--- config.mk ---
export PLATFORM = sky130hd
export DESIGN_NAME = serial_bridge_xlate_flow_irq
export DESIGN_NICKNAME = d
export VERILOG_FILES = /design/src/design/serial_bridge_pkg.sv /design/src/design/serial_bridge_xlate_flow_irq.sv
export SDC_FILE = /design/constraint.sdc
export NUM_CORES = 2
export LEC_CHECK = 0
export BUFFER_PORTS_ARGS = -buffer_cell sky130_fd_sc_hd__buf_2
export CAP_MARGIN = 10
export CORE_ASPECT_RATIO = 0.9
export CORE_UTILIZATION = 55
export CTS_BUF_LIST = sky130_fd_sc_hd__clkbuf_4 sky130_fd_sc_hd__clkbuf_8
export CTS_CLUSTER_SIZE = 24
export DETAILED_ROUTE_END_ITERATION = 10
export PLACE_DENSITY = 0.74
export REMOVE_ABC_BUFFERS = 1
export SETUP_SLACK_MARGIN = 0.3
export SLEW_MARGIN = 15
export SYNTH_ARGS = -nofsm -noshare
export SYNTH_HDL_FRONTEND = slang
export SYNTH_SLANG_ARGS = --single-unit
export TNS_END_PERCENT = 20
--- constraint.sdc ---
create_clock -name i_clk_sys -period 17.95 [get_ports i_clk_sys]
set_input_delay 3.59 -clock i_clk_sys [delete_from_list [all_inputs] [get_ports i_clk_sys]]
set_output_delay 3.59 -clock i_clk_sys [all_outputs]
set_load 0.02 [all_outputs]
--- src/design/serial_bridge_pkg.sv ---
`default_nettype none
package serial_bridge_pkg;

	// ==========================================================
	// Register byte offsets
	localparam logic [7:0] ADDR_CTRL          = 8'h04;
	localparam logic [7:0] ADDR_STATUS        = 8'h08;
	localparam logic [7:0] ADDR_PRIO_VEC      = 8'h0C;
	localparam logic [7:0] ADDR_STAT_CLR      = 8'h10;
	localparam logic [7:0] ADDR_PEND_SET      = 8'h14;
	localparam logic [7:0] ADDR_WR_PTR        = 8'h18;
	localparam logic [7:0] ADDR_TX_BASE       = 8'h1C;
	localparam logic [7:0] ADDR_RX_MAP_FIRST  = 8'h20;
	localparam logic [7:0] ADDR_RX_MAP_LAST   = 8'h3C;

	// ==========================================================
	// Field positions
	localparam int CTRL_SRESET_BIT    = 0;
	localparam int CTRL_LOCAL_BIT     = 1;
	localparam int CTRL_PTR_LOCAL_BIT = 2;
	localparam int CTRL_ERR_EN_BIT    = 3;
	localparam int CTRL_ERR_VEC_LSB   = 8;
	localparam int STAT_LINK_BIT      = 0;
	localparam int STAT_RERR_BIT      = 1;
	localparam int STAT_LERR_BIT      = 2;
	localparam int PRIO_NONE_BIT      = 31;
	localparam int TX_ADDR_BITS       = 26;

	// ==========================================================
	// Reset values and constants
	localparam logic [31:0] CTRL_RESET    = 32'h0000_0000;
	localparam logic [31:0] REG_RESET     = 32'h0000_0000;
	localparam logic [31:0] PTR_PEND_SET  = {24'h00_0000, ADDR_PEND_SET};
	localparam logic [31:0] XLATE_MISS    = 32'h0000_0000;
	localparam logic [1:0]  RESP_OKAY     = 2'h0;
	localparam logic [1:0]  RESP_SLVERR   = 2'h2;
	localparam int          FLOW_SKID     = 2;

	// ==========================================================
	// Types
	typedef struct packed {
		logic        link_clk;
		logic        link_up;
		logic        rx_req_valid;
		logic [31:0] rx_req_addr;
		logic        rx_word_valid;
		logic        rx_irq_valid;
		logic [31:0] rx_irq_status;
		logic        rx_pkt_error;
		logic        remote_err_report;
		logic        irq_pkt_done;
	} link_in_type;

	typedef enum logic {IRQ_TX_IDLE, IRQ_TX_BUSY} irq_tx_state_type;

endpackage
`default_nettype wire

--- src/design/serial_bridge_xlate_flow_irq.sv ---
// The implementer's own choice: the AXI4-Lite slave port.
`default_nettype none
module serial_bridge_xlate_flow_irq
	import serial_bridge_pkg::*;
#(
	parameter int RX_BUF_DEPTH = 16
) (
	input  wire logic        i_clk_sys,
	input  wire logic        i_arst_n,
	input  wire logic [31:0] i_s_axi_awaddr,
	input  wire logic        i_s_axi_awvalid,
	output logic             o_s_axi_awready,
	input  wire logic [31:0] i_s_axi_wdata,
	input  wire logic [3:0]  i_s_axi_wstrb,
	input  wire logic        i_s_axi_wvalid,
	output logic             o_s_axi_wready,
	output logic [1:0]       o_s_axi_bresp,
	output logic             o_s_axi_bvalid,
	input  wire logic        i_s_axi_bready,
	input  wire logic [31:0] i_s_axi_araddr,
	input  wire logic        i_s_axi_arvalid,
	output logic             o_s_axi_arready,
	output logic [31:0]      o_s_axi_rdata,
	output logic [1:0]       o_s_axi_rresp,
	output logic             o_s_axi_rvalid,
	input  wire logic        i_s_axi_rready,
	input  wire link_in_type i_link,
	input  wire logic        i_tx_req_valid,
	input  wire logic [31:0] i_tx_req_addr,
	input  wire logic        i_rx_pop,
	output logic             o_link_enable,
	output logic             o_flow_pause_req,
	output logic             o_tx_addr_valid,
	output logic [31:0]      o_tx_addr,
	output logic             o_rx_xlate_valid,
	output logic [31:0]      o_rx_xlate_addr,
	output logic             o_irq_pkt_valid,
	output logic [31:0]      o_irq_pkt_data,
	output logic             o_irq_ext_wr_valid,
	output logic [31:0]      o_irq_ext_wr_addr,
	output logic [31:0]      o_irq_ext_wr_data,
	output logic             o_module_irq_out
);

	localparam int CNT_W = $clog2(RX_BUF_DEPTH + 1);
	localparam logic [CNT_W-1:0] PAUSE_LEVEL  = CNT_W'(RX_BUF_DEPTH - FLOW_SKID);
	localparam logic [CNT_W-1:0] RESUME_LEVEL = CNT_W'(RX_BUF_DEPTH / 2);
	localparam logic [CNT_W-1:0] FULL_LEVEL   = CNT_W'(RX_BUF_DEPTH);

	// ==========================================================
	// Link input synchroniser and link clock edge finder
	link_in_type link_meta_r;
	link_in_type link_sync_r;
	logic        link_clk_prev_r;
	logic        link_sample;

	always_ff @(posedge i_clk_sys or negedge i_arst_n) begin
		if (!i_arst_n) begin
			link_meta_r     <= '0;
			link_sync_r     <= '0;
			link_clk_prev_r <= 1'b0;
		end else begin
			link_meta_r     <= i_link;
			link_sync_r     <= link_meta_r;
			link_clk_prev_r <= link_sync_r.link_clk;
		end
	end

	// Sample mid-cycle on the falling edge, when link data is settled
	assign link_sample = link_clk_prev_r & ~link_sync_r.link_clk;

	// ==========================================================
	// Register storage
	logic [31:0]      ctrl_r;
	logic [31:0]      pend_r;
	logic [31:0]      stat_irq_r;
	logic [31:0]      wr_ptr_r;
	logic [31:0]      tx_base_r;
	logic [31:0]      rx_size_r [4];
	logic [31:0]      rx_offs_r [4];
	logic             link_up_r;
	logic             rerr_r;
	logic             lerr_r;
	logic             sreset;
	logic             local_mode;

	assign sreset     = ctrl_r[CTRL_SRESET_BIT];
	assign local_mode = ctrl_r[CTRL_LOCAL_BIT];

	// ==========================================================
	// AXI4-Lite slave
	logic [7:0]  aw_addr_r;
	logic [31:0] w_data_r;
	logic [3:0]  w_strb_r;
	logic        aw_got_r;
	logic        w_got_r;
	logic        wr_do;
	logic [31:0] wmask;
	logic [31:0] wbits;
	logic        wr_mapped;
	logic [31:0] rd_data;
	logic        rd_mapped;

	assign wr_do = aw_got_r & w_got_r & ~o_s_axi_bvalid;
	assign wmask = {{8{w_strb_r[3]}}, {8{w_strb_r[2]}}, {8{w_strb_r[1]}}, {8{w_strb_r[0]}}};
	assign wbits = w_data_r & wmask;
	assign wr_mapped = (aw_addr_r[1:0] == 2'h0) && (aw_addr_r >= ADDR_CTRL) && (aw_addr_r <= ADDR_RX_MAP_LAST)
		&& (aw_addr_r != ADDR_STATUS || 1'b1);

	always_ff @(posedge i_clk_sys or negedge i_arst_n) begin
		if (!i_arst_n) begin
			aw_addr_r       <= 8'h00;
			w_data_r        <= 32'h0000_0000;
			w_strb_r        <= 4'h0;
			aw_got_r        <= 1'b0;
			w_got_r         <= 1'b0;
			o_s_axi_awready <= 1'b1;
			o_s_axi_wready  <= 1'b1;
			o_s_axi_bvalid  <= 1'b0;
			o_s_axi_bresp   <= RESP_OKAY;
		end else begin
			if (i_s_axi_awvalid && o_s_axi_awready) begin
				aw_addr_r       <= i_s_axi_awaddr[7:0];
				aw_got_r        <= 1'b1;
				o_s_axi_awready <= 1'b0;
			end
			if (i_s_axi_wvalid && o_s_axi_wready) begin
				w_data_r       <= i_s_axi_wdata;
				w_strb_r       <= i_s_axi_wstrb;
				w_got_r        <= 1'b1;
				o_s_axi_wready <= 1'b0;
			end
			if (wr_do) begin
				aw_got_r       <= 1'b0;
				w_got_r        <= 1'b0;
				o_s_axi_bvalid <= 1'b1;
				o_s_axi_bresp  <= wr_mapped ? RESP_OKAY : RESP_SLVERR;
			end else if (o_s_axi_bvalid && i_s_axi_bready) begin
				o_s_axi_bvalid  <= 1'b0;
				o_s_axi_awready <= 1'b1;
				o_s_axi_wready  <= 1'b1;
			end
		end
	end

	function automatic logic [31:0] merge(input logic [31:0] old_v, input logic [31:0] new_v,
		input logic [31:0] mask);
		merge = (old_v & ~mask) | (new_v & mask);
	endfunction

	// Lowest set bit has the highest priority
	function automatic logic [4:0] prio_index(input logic [31:0] v);
		prio_index = 5'h00;
		for (int i = 31; i >= 0; i--) begin
			if (v[i]) begin
				prio_index = 5'(i);
			end
		end
	endfunction

	always_comb begin
		rd_data   = 32'h0000_0000;
		rd_mapped = 1'b1;
		case (i_s_axi_araddr[7:0])
			ADDR_CTRL:     rd_data = ctrl_r;
			ADDR_STATUS: begin
				rd_data[STAT_LINK_BIT] = link_up_r;
				rd_data[STAT_RERR_BIT] = rerr_r;
				rd_data[STAT_LERR_BIT] = lerr_r;
			end
			ADDR_PRIO_VEC: begin
				rd_data[PRIO_NONE_BIT] = ~|stat_irq_r;
				rd_data[4:0] = local_mode ? prio_index(stat_irq_r) : 5'h00;
			end
			ADDR_STAT_CLR: rd_data = stat_irq_r;
			ADDR_PEND_SET: rd_data = pend_r;
			ADDR_WR_PTR:   rd_data = wr_ptr_r;
			ADDR_TX_BASE:  rd_data = tx_base_r;
			default: begin
				if (i_s_axi_araddr[7:0] >= ADDR_RX_MAP_FIRST && i_s_axi_araddr[7:0] <= ADDR_RX_MAP_LAST
					&& i_s_axi_araddr[1:0] == 2'h0) begin
					rd_data = i_s_axi_araddr[2] ? rx_offs_r[i_s_axi_araddr[4:3]] : rx_size_r[i_s_axi_araddr[4:3]];
				end else begin
					rd_mapped = 1'b0;
				end
			end
		endcase
	end

	always_ff @(posedge i_clk_sys or negedge i_arst_n) begin
		if (!i_arst_n) begin
			o_s_axi_arready <= 1'b1;
			o_s_axi_rvalid  <= 1'b0;
			o_s_axi_rdata   <= 32'h0000_0000;
			o_s_axi_rresp   <= RESP_OKAY;
		end else if (i_s_axi_arvalid && o_s_axi_arready) begin
			o_s_axi_arready <= 1'b0;
			o_s_axi_rvalid  <= 1'b1;
			o_s_axi_rdata   <= rd_data;
			o_s_axi_rresp   <= rd_mapped ? RESP_OKAY : RESP_SLVERR;
		end else if (o_s_axi_rvalid && i_s_axi_rready) begin
			o_s_axi_rvalid  <= 1'b0;
			o_s_axi_arready <= 1'b1;
		end
	end

	// ==========================================================
	// Plain configuration registers, kept across software reset
	always_ff @(posedge i_clk_sys or negedge i_arst_n) begin
		if (!i_arst_n) begin
			ctrl_r    <= CTRL_RESET;
			wr_ptr_r  <= REG_RESET;
			tx_base_r <= REG_RESET;
			for (int i = 0; i < 4; i++) begin
				rx_size_r[i] <= REG_RESET;
				rx_offs_r[i] <= REG_RESET;
			end
		end else if (wr_do) begin
			case (aw_addr_r)
				ADDR_CTRL:    ctrl_r    <= merge(ctrl_r, w_data_r, wmask);
				ADDR_WR_PTR:  wr_ptr_r  <= merge(wr_ptr_r, w_data_r, wmask);
				ADDR_TX_BASE: tx_base_r <= merge(tx_base_r, w_data_r, wmask);
				default: begin
					if (aw_addr_r >= ADDR_RX_MAP_FIRST && aw_addr_r <= ADDR_RX_MAP_LAST && aw_addr_r[1:0] == 2'h0) begin
						if (aw_addr_r[2]) begin
							rx_offs_r[aw_addr_r[4:3]] <= merge(rx_offs_r[aw_addr_r[4:3]], w_data_r, wmask);
						end else begin
							rx_size_r[aw_addr_r[4:3]] <= merge(rx_size_r[aw_addr_r[4:3]], w_data_r, wmask);
						end
					end
				end
			endcase
		end
	end

	// ==========================================================
	// Link status and error flags
	logic link_up_nxt;
	logic rerr_nxt;
	logic lerr_nxt;
	logic stat_wr;

	assign stat_wr     = wr_do && (aw_addr_r == ADDR_STATUS);
	assign link_up_nxt = ~sreset & link_sync_r.link_up;
	always_comb begin
		rerr_nxt = rerr_r;
		lerr_nxt = lerr_r;
		if (stat_wr && wbits[STAT_RERR_BIT]) begin
			rerr_nxt = 1'b0;
		end
		if (stat_wr && wbits[STAT_LERR_BIT]) begin
			lerr_nxt = 1'b0;
		end
		if ((link_up_nxt && !link_up_r) || (link_sample && link_sync_r.remote_err_report && !sreset)) begin
			rerr_nxt = 1'b1;
		end
		if (link_sample && link_sync_r.rx_pkt_error && !sreset) begin
			lerr_nxt = 1'b1;
		end
		if (sreset) begin
			rerr_nxt = 1'b0;
			lerr_nxt = 1'b0;
		end
	end

	always_ff @(posedge i_clk_sys or negedge i_arst_n) begin
		if (!i_arst_n) begin
			link_up_r <= 1'b0;
			rerr_r    <= 1'b0;
			lerr_r    <= 1'b0;
		end else begin
			link_up_r <= link_up_nxt;
			rerr_r    <= rerr_nxt;
			lerr_r    <= lerr_nxt;
		end
	end

	// ==========================================================
	// Interrupt pending, status and forwarding
	irq_tx_state_type irq_tx_state_r;
	logic [31:0]      pend_set;
	logic [31:0]      pend_clr;
	logic [31:0]      stat_set;
	logic [31:0]      stat_clr;
	logic [31:0]      stat_irq_nxt;
	logic             rx_irq_evt;
	logic             rx_irq_local;
	logic             err_rise;
	logic             irq_pulse_nxt;

	assign rx_irq_evt   = link_sample & link_sync_r.rx_irq_valid & ~sreset;
	assign rx_irq_local = ctrl_r[CTRL_PTR_LOCAL_BIT] && (wr_ptr_r == PTR_PEND_SET);
	assign err_rise     = (rerr_nxt & ~rerr_r) | (lerr_nxt & ~lerr_r);

	always_comb begin
		pend_set = 32'h0000_0000;
		pend_clr = 32'h0000_0000;
		stat_set = 32'h0000_0000;
		stat_clr = 32'h0000_0000;
		if (wr_do && aw_addr_r == ADDR_PEND_SET) begin
			pend_set = wbits;
		end
		if (rx_irq_evt && rx_irq_local) begin
			pend_set = pend_set | link_sync_r.rx_irq_status;
		end
		if (err_rise && ctrl_r[CTRL_ERR_EN_BIT]) begin
			pend_set[ctrl_r[CTRL_ERR_VEC_LSB +: 5]] = 1'b1;
		end
		if (local_mode) begin
			pend_clr = pend_r;
			stat_set = pend_r;
		end else if (irq_tx_state_r == IRQ_TX_BUSY && link_sample && link_sync_r.irq_pkt_done) begin
			pend_clr = o_irq_pkt_data;
		end
		if (wr_do && aw_addr_r == ADDR_STAT_CLR) begin
			stat_clr = wbits;
		end
		if (wr_do && aw_addr_r == ADDR_PRIO_VEC) begin
			stat_clr[w_data_r[4:0]] = 1'b1;
		end
		stat_irq_nxt = (stat_irq_r & ~stat_clr) | stat_set;
	end

	// Fresh pulse on new status bits, or on a status write that leaves bits set
	assign irq_pulse_nxt = local_mode && (|stat_set || (wr_do && aw_addr_r == ADDR_STAT_CLR && |stat_irq_nxt));

	always_ff @(posedge i_clk_sys or negedge i_arst_n) begin
		if (!i_arst_n) begin
			pend_r           <= REG_RESET;
			stat_irq_r       <= REG_RESET;
			o_module_irq_out <= 1'b0;
		end else begin
			pend_r           <= (pend_r & ~pend_clr) | pend_set;
			stat_irq_r       <= stat_irq_nxt;
			o_module_irq_out <= irq_pulse_nxt & ~o_module_irq_out;
		end
	end

	always_ff @(posedge i_clk_sys or negedge i_arst_n) begin
		if (!i_arst_n) begin
			irq_tx_state_r  <= IRQ_TX_IDLE;
			o_irq_pkt_valid <= 1'b0;
			o_irq_pkt_data  <= 32'h0000_0000;
		end else if (sreset) begin
			irq_tx_state_r  <= IRQ_TX_IDLE;
			o_irq_pkt_valid <= 1'b0;
		end else begin
			case (irq_tx_state_r)
				IRQ_TX_IDLE: begin
					if (!local_mode && |pend_r && link_up_r) begin
						irq_tx_state_r  <= IRQ_TX_BUSY;
						o_irq_pkt_valid <= 1'b1;
						o_irq_pkt_data  <= pend_r;
					end
				end
				IRQ_TX_BUSY: begin
					if (link_sample && link_sync_r.irq_pkt_done) begin
						irq_tx_state_r  <= IRQ_TX_IDLE;
						o_irq_pkt_valid <= 1'b0;
					end
				end
				default: begin
					irq_tx_state_r  <= IRQ_TX_IDLE;
					o_irq_pkt_valid <= 1'b0;
				end
			endcase
		end
	end

	// Interrupt status aimed elsewhere goes out as a system write
	always_ff @(posedge i_clk_sys or negedge i_arst_n) begin
		if (!i_arst_n) begin
			o_irq_ext_wr_valid <= 1'b0;
			o_irq_ext_wr_addr  <= 32'h0000_0000;
			o_irq_ext_wr_data  <= 32'h0000_0000;
		end else begin
			o_irq_ext_wr_valid <= rx_irq_evt & ~rx_irq_local;
			if (rx_irq_evt && !rx_irq_local) begin
				o_irq_ext_wr_addr <= wr_ptr_r;
				o_irq_ext_wr_data <= link_sync_r.rx_irq_status;
			end
		end
	end

	// ==========================================================
	// Address translation
	logic [31:0] sum12;
	logic [31:0] sum123;
	logic [31:0] sum1234;
	logic [31:0] rx_addr;
	logic [31:0] xlate;

	assign rx_addr = link_sync_r.rx_req_addr;
	assign sum12   = rx_size_r[0] + rx_size_r[1];
	assign sum123  = sum12 + rx_size_r[2];
	assign sum1234 = sum123 + rx_size_r[3];

	always_comb begin
		if (rx_addr < rx_size_r[0]) begin
			xlate = rx_addr + rx_offs_r[0];
		end else if (rx_addr < sum12) begin
			xlate = rx_addr + rx_offs_r[1] - rx_size_r[0];
		end else if (rx_addr < sum123) begin
			xlate = rx_addr + rx_offs_r[2] - sum12;
		end else if (rx_addr < sum1234) begin
			xlate = rx_addr + rx_offs_r[3] - sum123;
		end else begin
			xlate = XLATE_MISS;
		end
	end

	always_ff @(posedge i_clk_sys or negedge i_arst_n) begin
		if (!i_arst_n) begin
			o_rx_xlate_valid <= 1'b0;
			o_rx_xlate_addr  <= 32'h0000_0000;
			o_tx_addr_valid  <= 1'b0;
			o_tx_addr        <= 32'h0000_0000;
		end else begin
			o_rx_xlate_valid <= link_sample & link_sync_r.rx_req_valid & ~sreset;
			if (link_sample && link_sync_r.rx_req_valid) begin
				o_rx_xlate_addr <= xlate;
			end
			o_tx_addr_valid <= i_tx_req_valid & ~sreset & link_up_r;
			if (i_tx_req_valid) begin
				o_tx_addr <= {6'h00, i_tx_req_addr[TX_ADDR_BITS-1:0] - tx_base_r[TX_ADDR_BITS-1:0]};
			end
		end
	end

	// ==========================================================
	// Receive buffer occupancy and flow control
	logic [CNT_W-1:0] rx_fill_r;
	logic             push;
	logic             pop;

	assign push = link_sample & link_sync_r.rx_word_valid & (rx_fill_r != FULL_LEVEL);
	assign pop  = i_rx_pop & (rx_fill_r != '0);

	always_ff @(posedge i_clk_sys or negedge i_arst_n) begin
		if (!i_arst_n) begin
			rx_fill_r        <= '0;
			o_flow_pause_req <= 1'b0;
			o_link_enable    <= 1'b0;
		end else begin
			o_link_enable <= ~sreset;
			if (sreset) begin
				rx_fill_r        <= '0;
				o_flow_pause_req <= 1'b0;
			end else begin
				if (push && !pop) begin
					rx_fill_r <= rx_fill_r + CNT_W'(1);
				end else if (pop && !push) begin
					rx_fill_r <= rx_fill_r - CNT_W'(1);
				end
				if (rx_fill_r >= PAUSE_LEVEL) begin
					o_flow_pause_req <= 1'b1;
				end else if (rx_fill_r <= RESUME_LEVEL) begin
					o_flow_pause_req <= 1'b0;
				end
			end
		end
	end

endmodule // serial_bridge_xlate_flow_irq
`default_nettype wire

==> impl_metrics.env <==
export IMPL_outcome="finished clean"
export IMPL_power_density_nw_per_um2=122
export IMPL_ys_seq_elements=816
export IMPL_hold_depth=0
export IMPL_yosysWarnings=0
export IMPL_start_util_pct=55.5
export IMPL_postCtsSetupBuffers=0
export IMPL_crit_fanout=32
export IMPL_max_stage_delay_ns=0.82
export IMPL_first_pass_iters=8
export IMPL_worst_skew_pair_late_latency_ns=0.84
export IMPL_holdBufCountCts=0
export IMPL_tns_ns=0
export IMPL_syn_to_final_growth_pct=11.6
export IMPL_crit_start="rx_size_r[96]"
export IMPL_leakage_nw=27.8
export IMPL_synth_area_leaders="dfrtp_1 39%, ha_1 9.0%, mux2_2 6.8%"
export IMPL_io_buffers=358
export IMPL_viasPerCell=6.24
export IMPL_yosysTopAreaCell="dfrtp_1"
export IMPL_clockBufferDepth=3
export IMPL_drv_slew=0
export IMPL_final_hold_viol_count=0
export IMPL_antenna_found_initial=5
export IMPL_synth_edf_count=0
export IMPL_post_drt_wl_per_cell_um=24.0
export IMPL_ios=421
export IMPL_required_ns=18.68
export IMPL_drtIter0Drc=3898
export IMPL_grt_pass1_vias=40800
export IMPL_rsz0062_at_grt="false"
export IMPL_maxCapViolCount=0
export IMPL_via_count=42500
export IMPL_finalClockSkew_ns=0.0549
export IMPL_post_route_min_period_ns=10.57
export IMPL_cts_root_buf="clkbuf_8"
export IMPL_finalWirelength_um=163000
export IMPL_cts_clk_slew_worst_paths_ns=0.06
export IMPL_synth_cells=5116
export IMPL_synth_distinct_cells=91
export IMPL_syn_area_um2=52500
export IMPL_dieArea_um2=96700
export IMPL_synth_seq_area_share_pct=38.9
export IMPL_finalCritPeriodShare_pct=58.9
export IMPL_setup_viol=0
export IMPL_routabilityCongestion=0.950
export IMPL_grt_pass1_wl_um=247000
export IMPL_r2r_start="rx_size_r[96]"
export IMPL_synth_top_area_share_pct=38.8
export IMPL_hp_class="flip-flop to flip-flop"
export IMPL_cts_tree="done"
export IMPL_ant_nets=0
export IMPL_r2r_slack_ns=7.38
export IMPL_syn_area_per_cell_um2=10.3
export IMPL_chipWidth_um=328
export IMPL_cp_end_kind="flip-flop"
export IMPL_synth_ff_type="dfrtp_1"
export IMPL_r2r_cells=38
export IMPL_cts_sinks=816
export IMPL_drc=0
export IMPL_final_util_pct=61.9
export IMPL_slew_headroom_pct=29.0
export IMPL_drive_above_1_share_pct=20.9
export IMPL_grtUsageTotal_pct=33.5
export IMPL_cts_buffers_inserted=141
export IMPL_synth_common_cells="813 x dfrtp_1, 556 x a21oi_1, 430 x nor2_1"
export IMPL_cp_slowest_cell="a2111oi_0"
export IMPL_arrival_ns=11.29
export IMPL_worstHoldEndpoint="rx_addr[3]"
export IMPL_start_kind="flip-flop"
export IMPL_grt_max_degree=105
export IMPL_cts_resized_gates=0
export IMPL_tightestPinTransition_ns=1.06
export IMPL_cts_htree_levels=4
export IMPL_coreArea_um2=94700
export IMPL_fmax_mhz=94.6
export IMPL_row_count=107
export IMPL_whs_ns=0.320
export IMPL_final_nets=6153
export IMPL_synth_async_reset_ratio_pct=100
export IMPL_min_from="link_meta_r[40]"
export IMPL_grt_overflow=0
export IMPL_critPathKind="flip-flop to flip-flop"
export IMPL_yosysMostFrequentCell="dfrtp_1"
export IMPL_chipHeight_um=295
export IMPL_dpl_hpwl_um=122000
export IMPL_r2r_end="o_rx_xlate_addr[16]"
export IMPL_peakVddDrop_mv=0.166
export IMPL_crit_top_cell="o21ai_0"
-- stage by stage --
stage | setup WS [ns] | cell area [um^2] | std cells | power, mW
after floorplan | 9.32 | 51700 | 4905 | 4.35
after global placement | 7.52 | 55600 | 6572 | 5.21
after detailed placement | 7.52 | 55600 | 6572 | 5.27
after CTS | 7.41 | 58600 | 6813 | 7.10
after global routing | 6.75 | 58600 | 6815 | 7.51
final | 7.38 | 58600 | 6816 | 7.12
-- layout by cell type (no fill, tap or decap), drive strengths merged, types with 35 or more instances in the layout --
cell type and count:
nor2 430, nor2b 40, nand2 333, a21o 147, ha 379, a21oi 556, o21ai 250, fa 99
dfrtp 813, o21a 41, nor3 40, mux2 315, a22oi 37, o221ai 35, a31oi 40, xnor2 159
xor2 83, a211oi 37, buf 414, nand3b 46, clkbuf 210, mux2i 98, inv 317, nand3 56
mux4 128
-- kinds of logic (layout without fill, tap and decap cells) --
group           count (synthesis)  count (layout)  share of synthesized area, %
compound gates               1386            1386                          16.5
buf+inv                       528             965                          3.84
other cells                     1              11                       0.00714
flops                         816             816                          38.9
fa+ha+maj                     478             478                          12.8
simple gates                 1124            1124                          9.77
xor+xnor                      242             242                          4.07
mux                           541             541                          14.1
-- per-layer routing --
layer  vias up  GRT usage, %  share of wire (%)
li1      19200             -                  -
met1     21000          45.0                 41
met2      1931          51.6                 45
met3       411          7.56                8.8
met4         4          15.9                4.9
met5         -             0              0.041
-- power by group --
part / total [mW] / internal (mW) / switching, mW
clock: 1.81 / 0.979 / 0.830
combinational: 2.87 / 1.20 / 1.68
sequential: 2.44 / 2.06 / 0.381
-- worst max path at each step --
stage | endpoint | slack [ns]
after floorplan | o_rx_xlate_addr[25] | 9.32
after global placement | o_rx_xlate_addr[16] | 7.52
after detailed placement | o_rx_xlate_addr[16] | 7.52
after CTS | o_rx_xlate_addr[16] | 7.41
after global routing | o_rx_xlate_addr[16] | 6.75
final | o_rx_xlate_addr[16] | 7.38
-- layout make-up --
| type | instances | area [um^2] |
|---|---|---|
| tap | 1253 | 1570 |
| fill | 7859 | 36100 |
| inverter | 310 | 1160 |
| antenna | 3 | 7.51 |
| clock buffer | 210 | 2630 |
| multi-input combinational | 3779 | 30200 |
| clock inverter | 31 | 330 |
| timing repair buffer | 414 | 2230 |
| sequential | 816 | 20400 |
-- worst max-delay path, delay by kind of cell (launching register included) --
kind            cells  cell delay (ns)
compound gates     24             6.57
fa+ha+maj           5             1.68
buf+inv             2             0.61
simple gates        4             0.60
xor+xnor            3             0.53
flops               1             0.44
No activity file was read; power rests on OpenSTA's default activity.
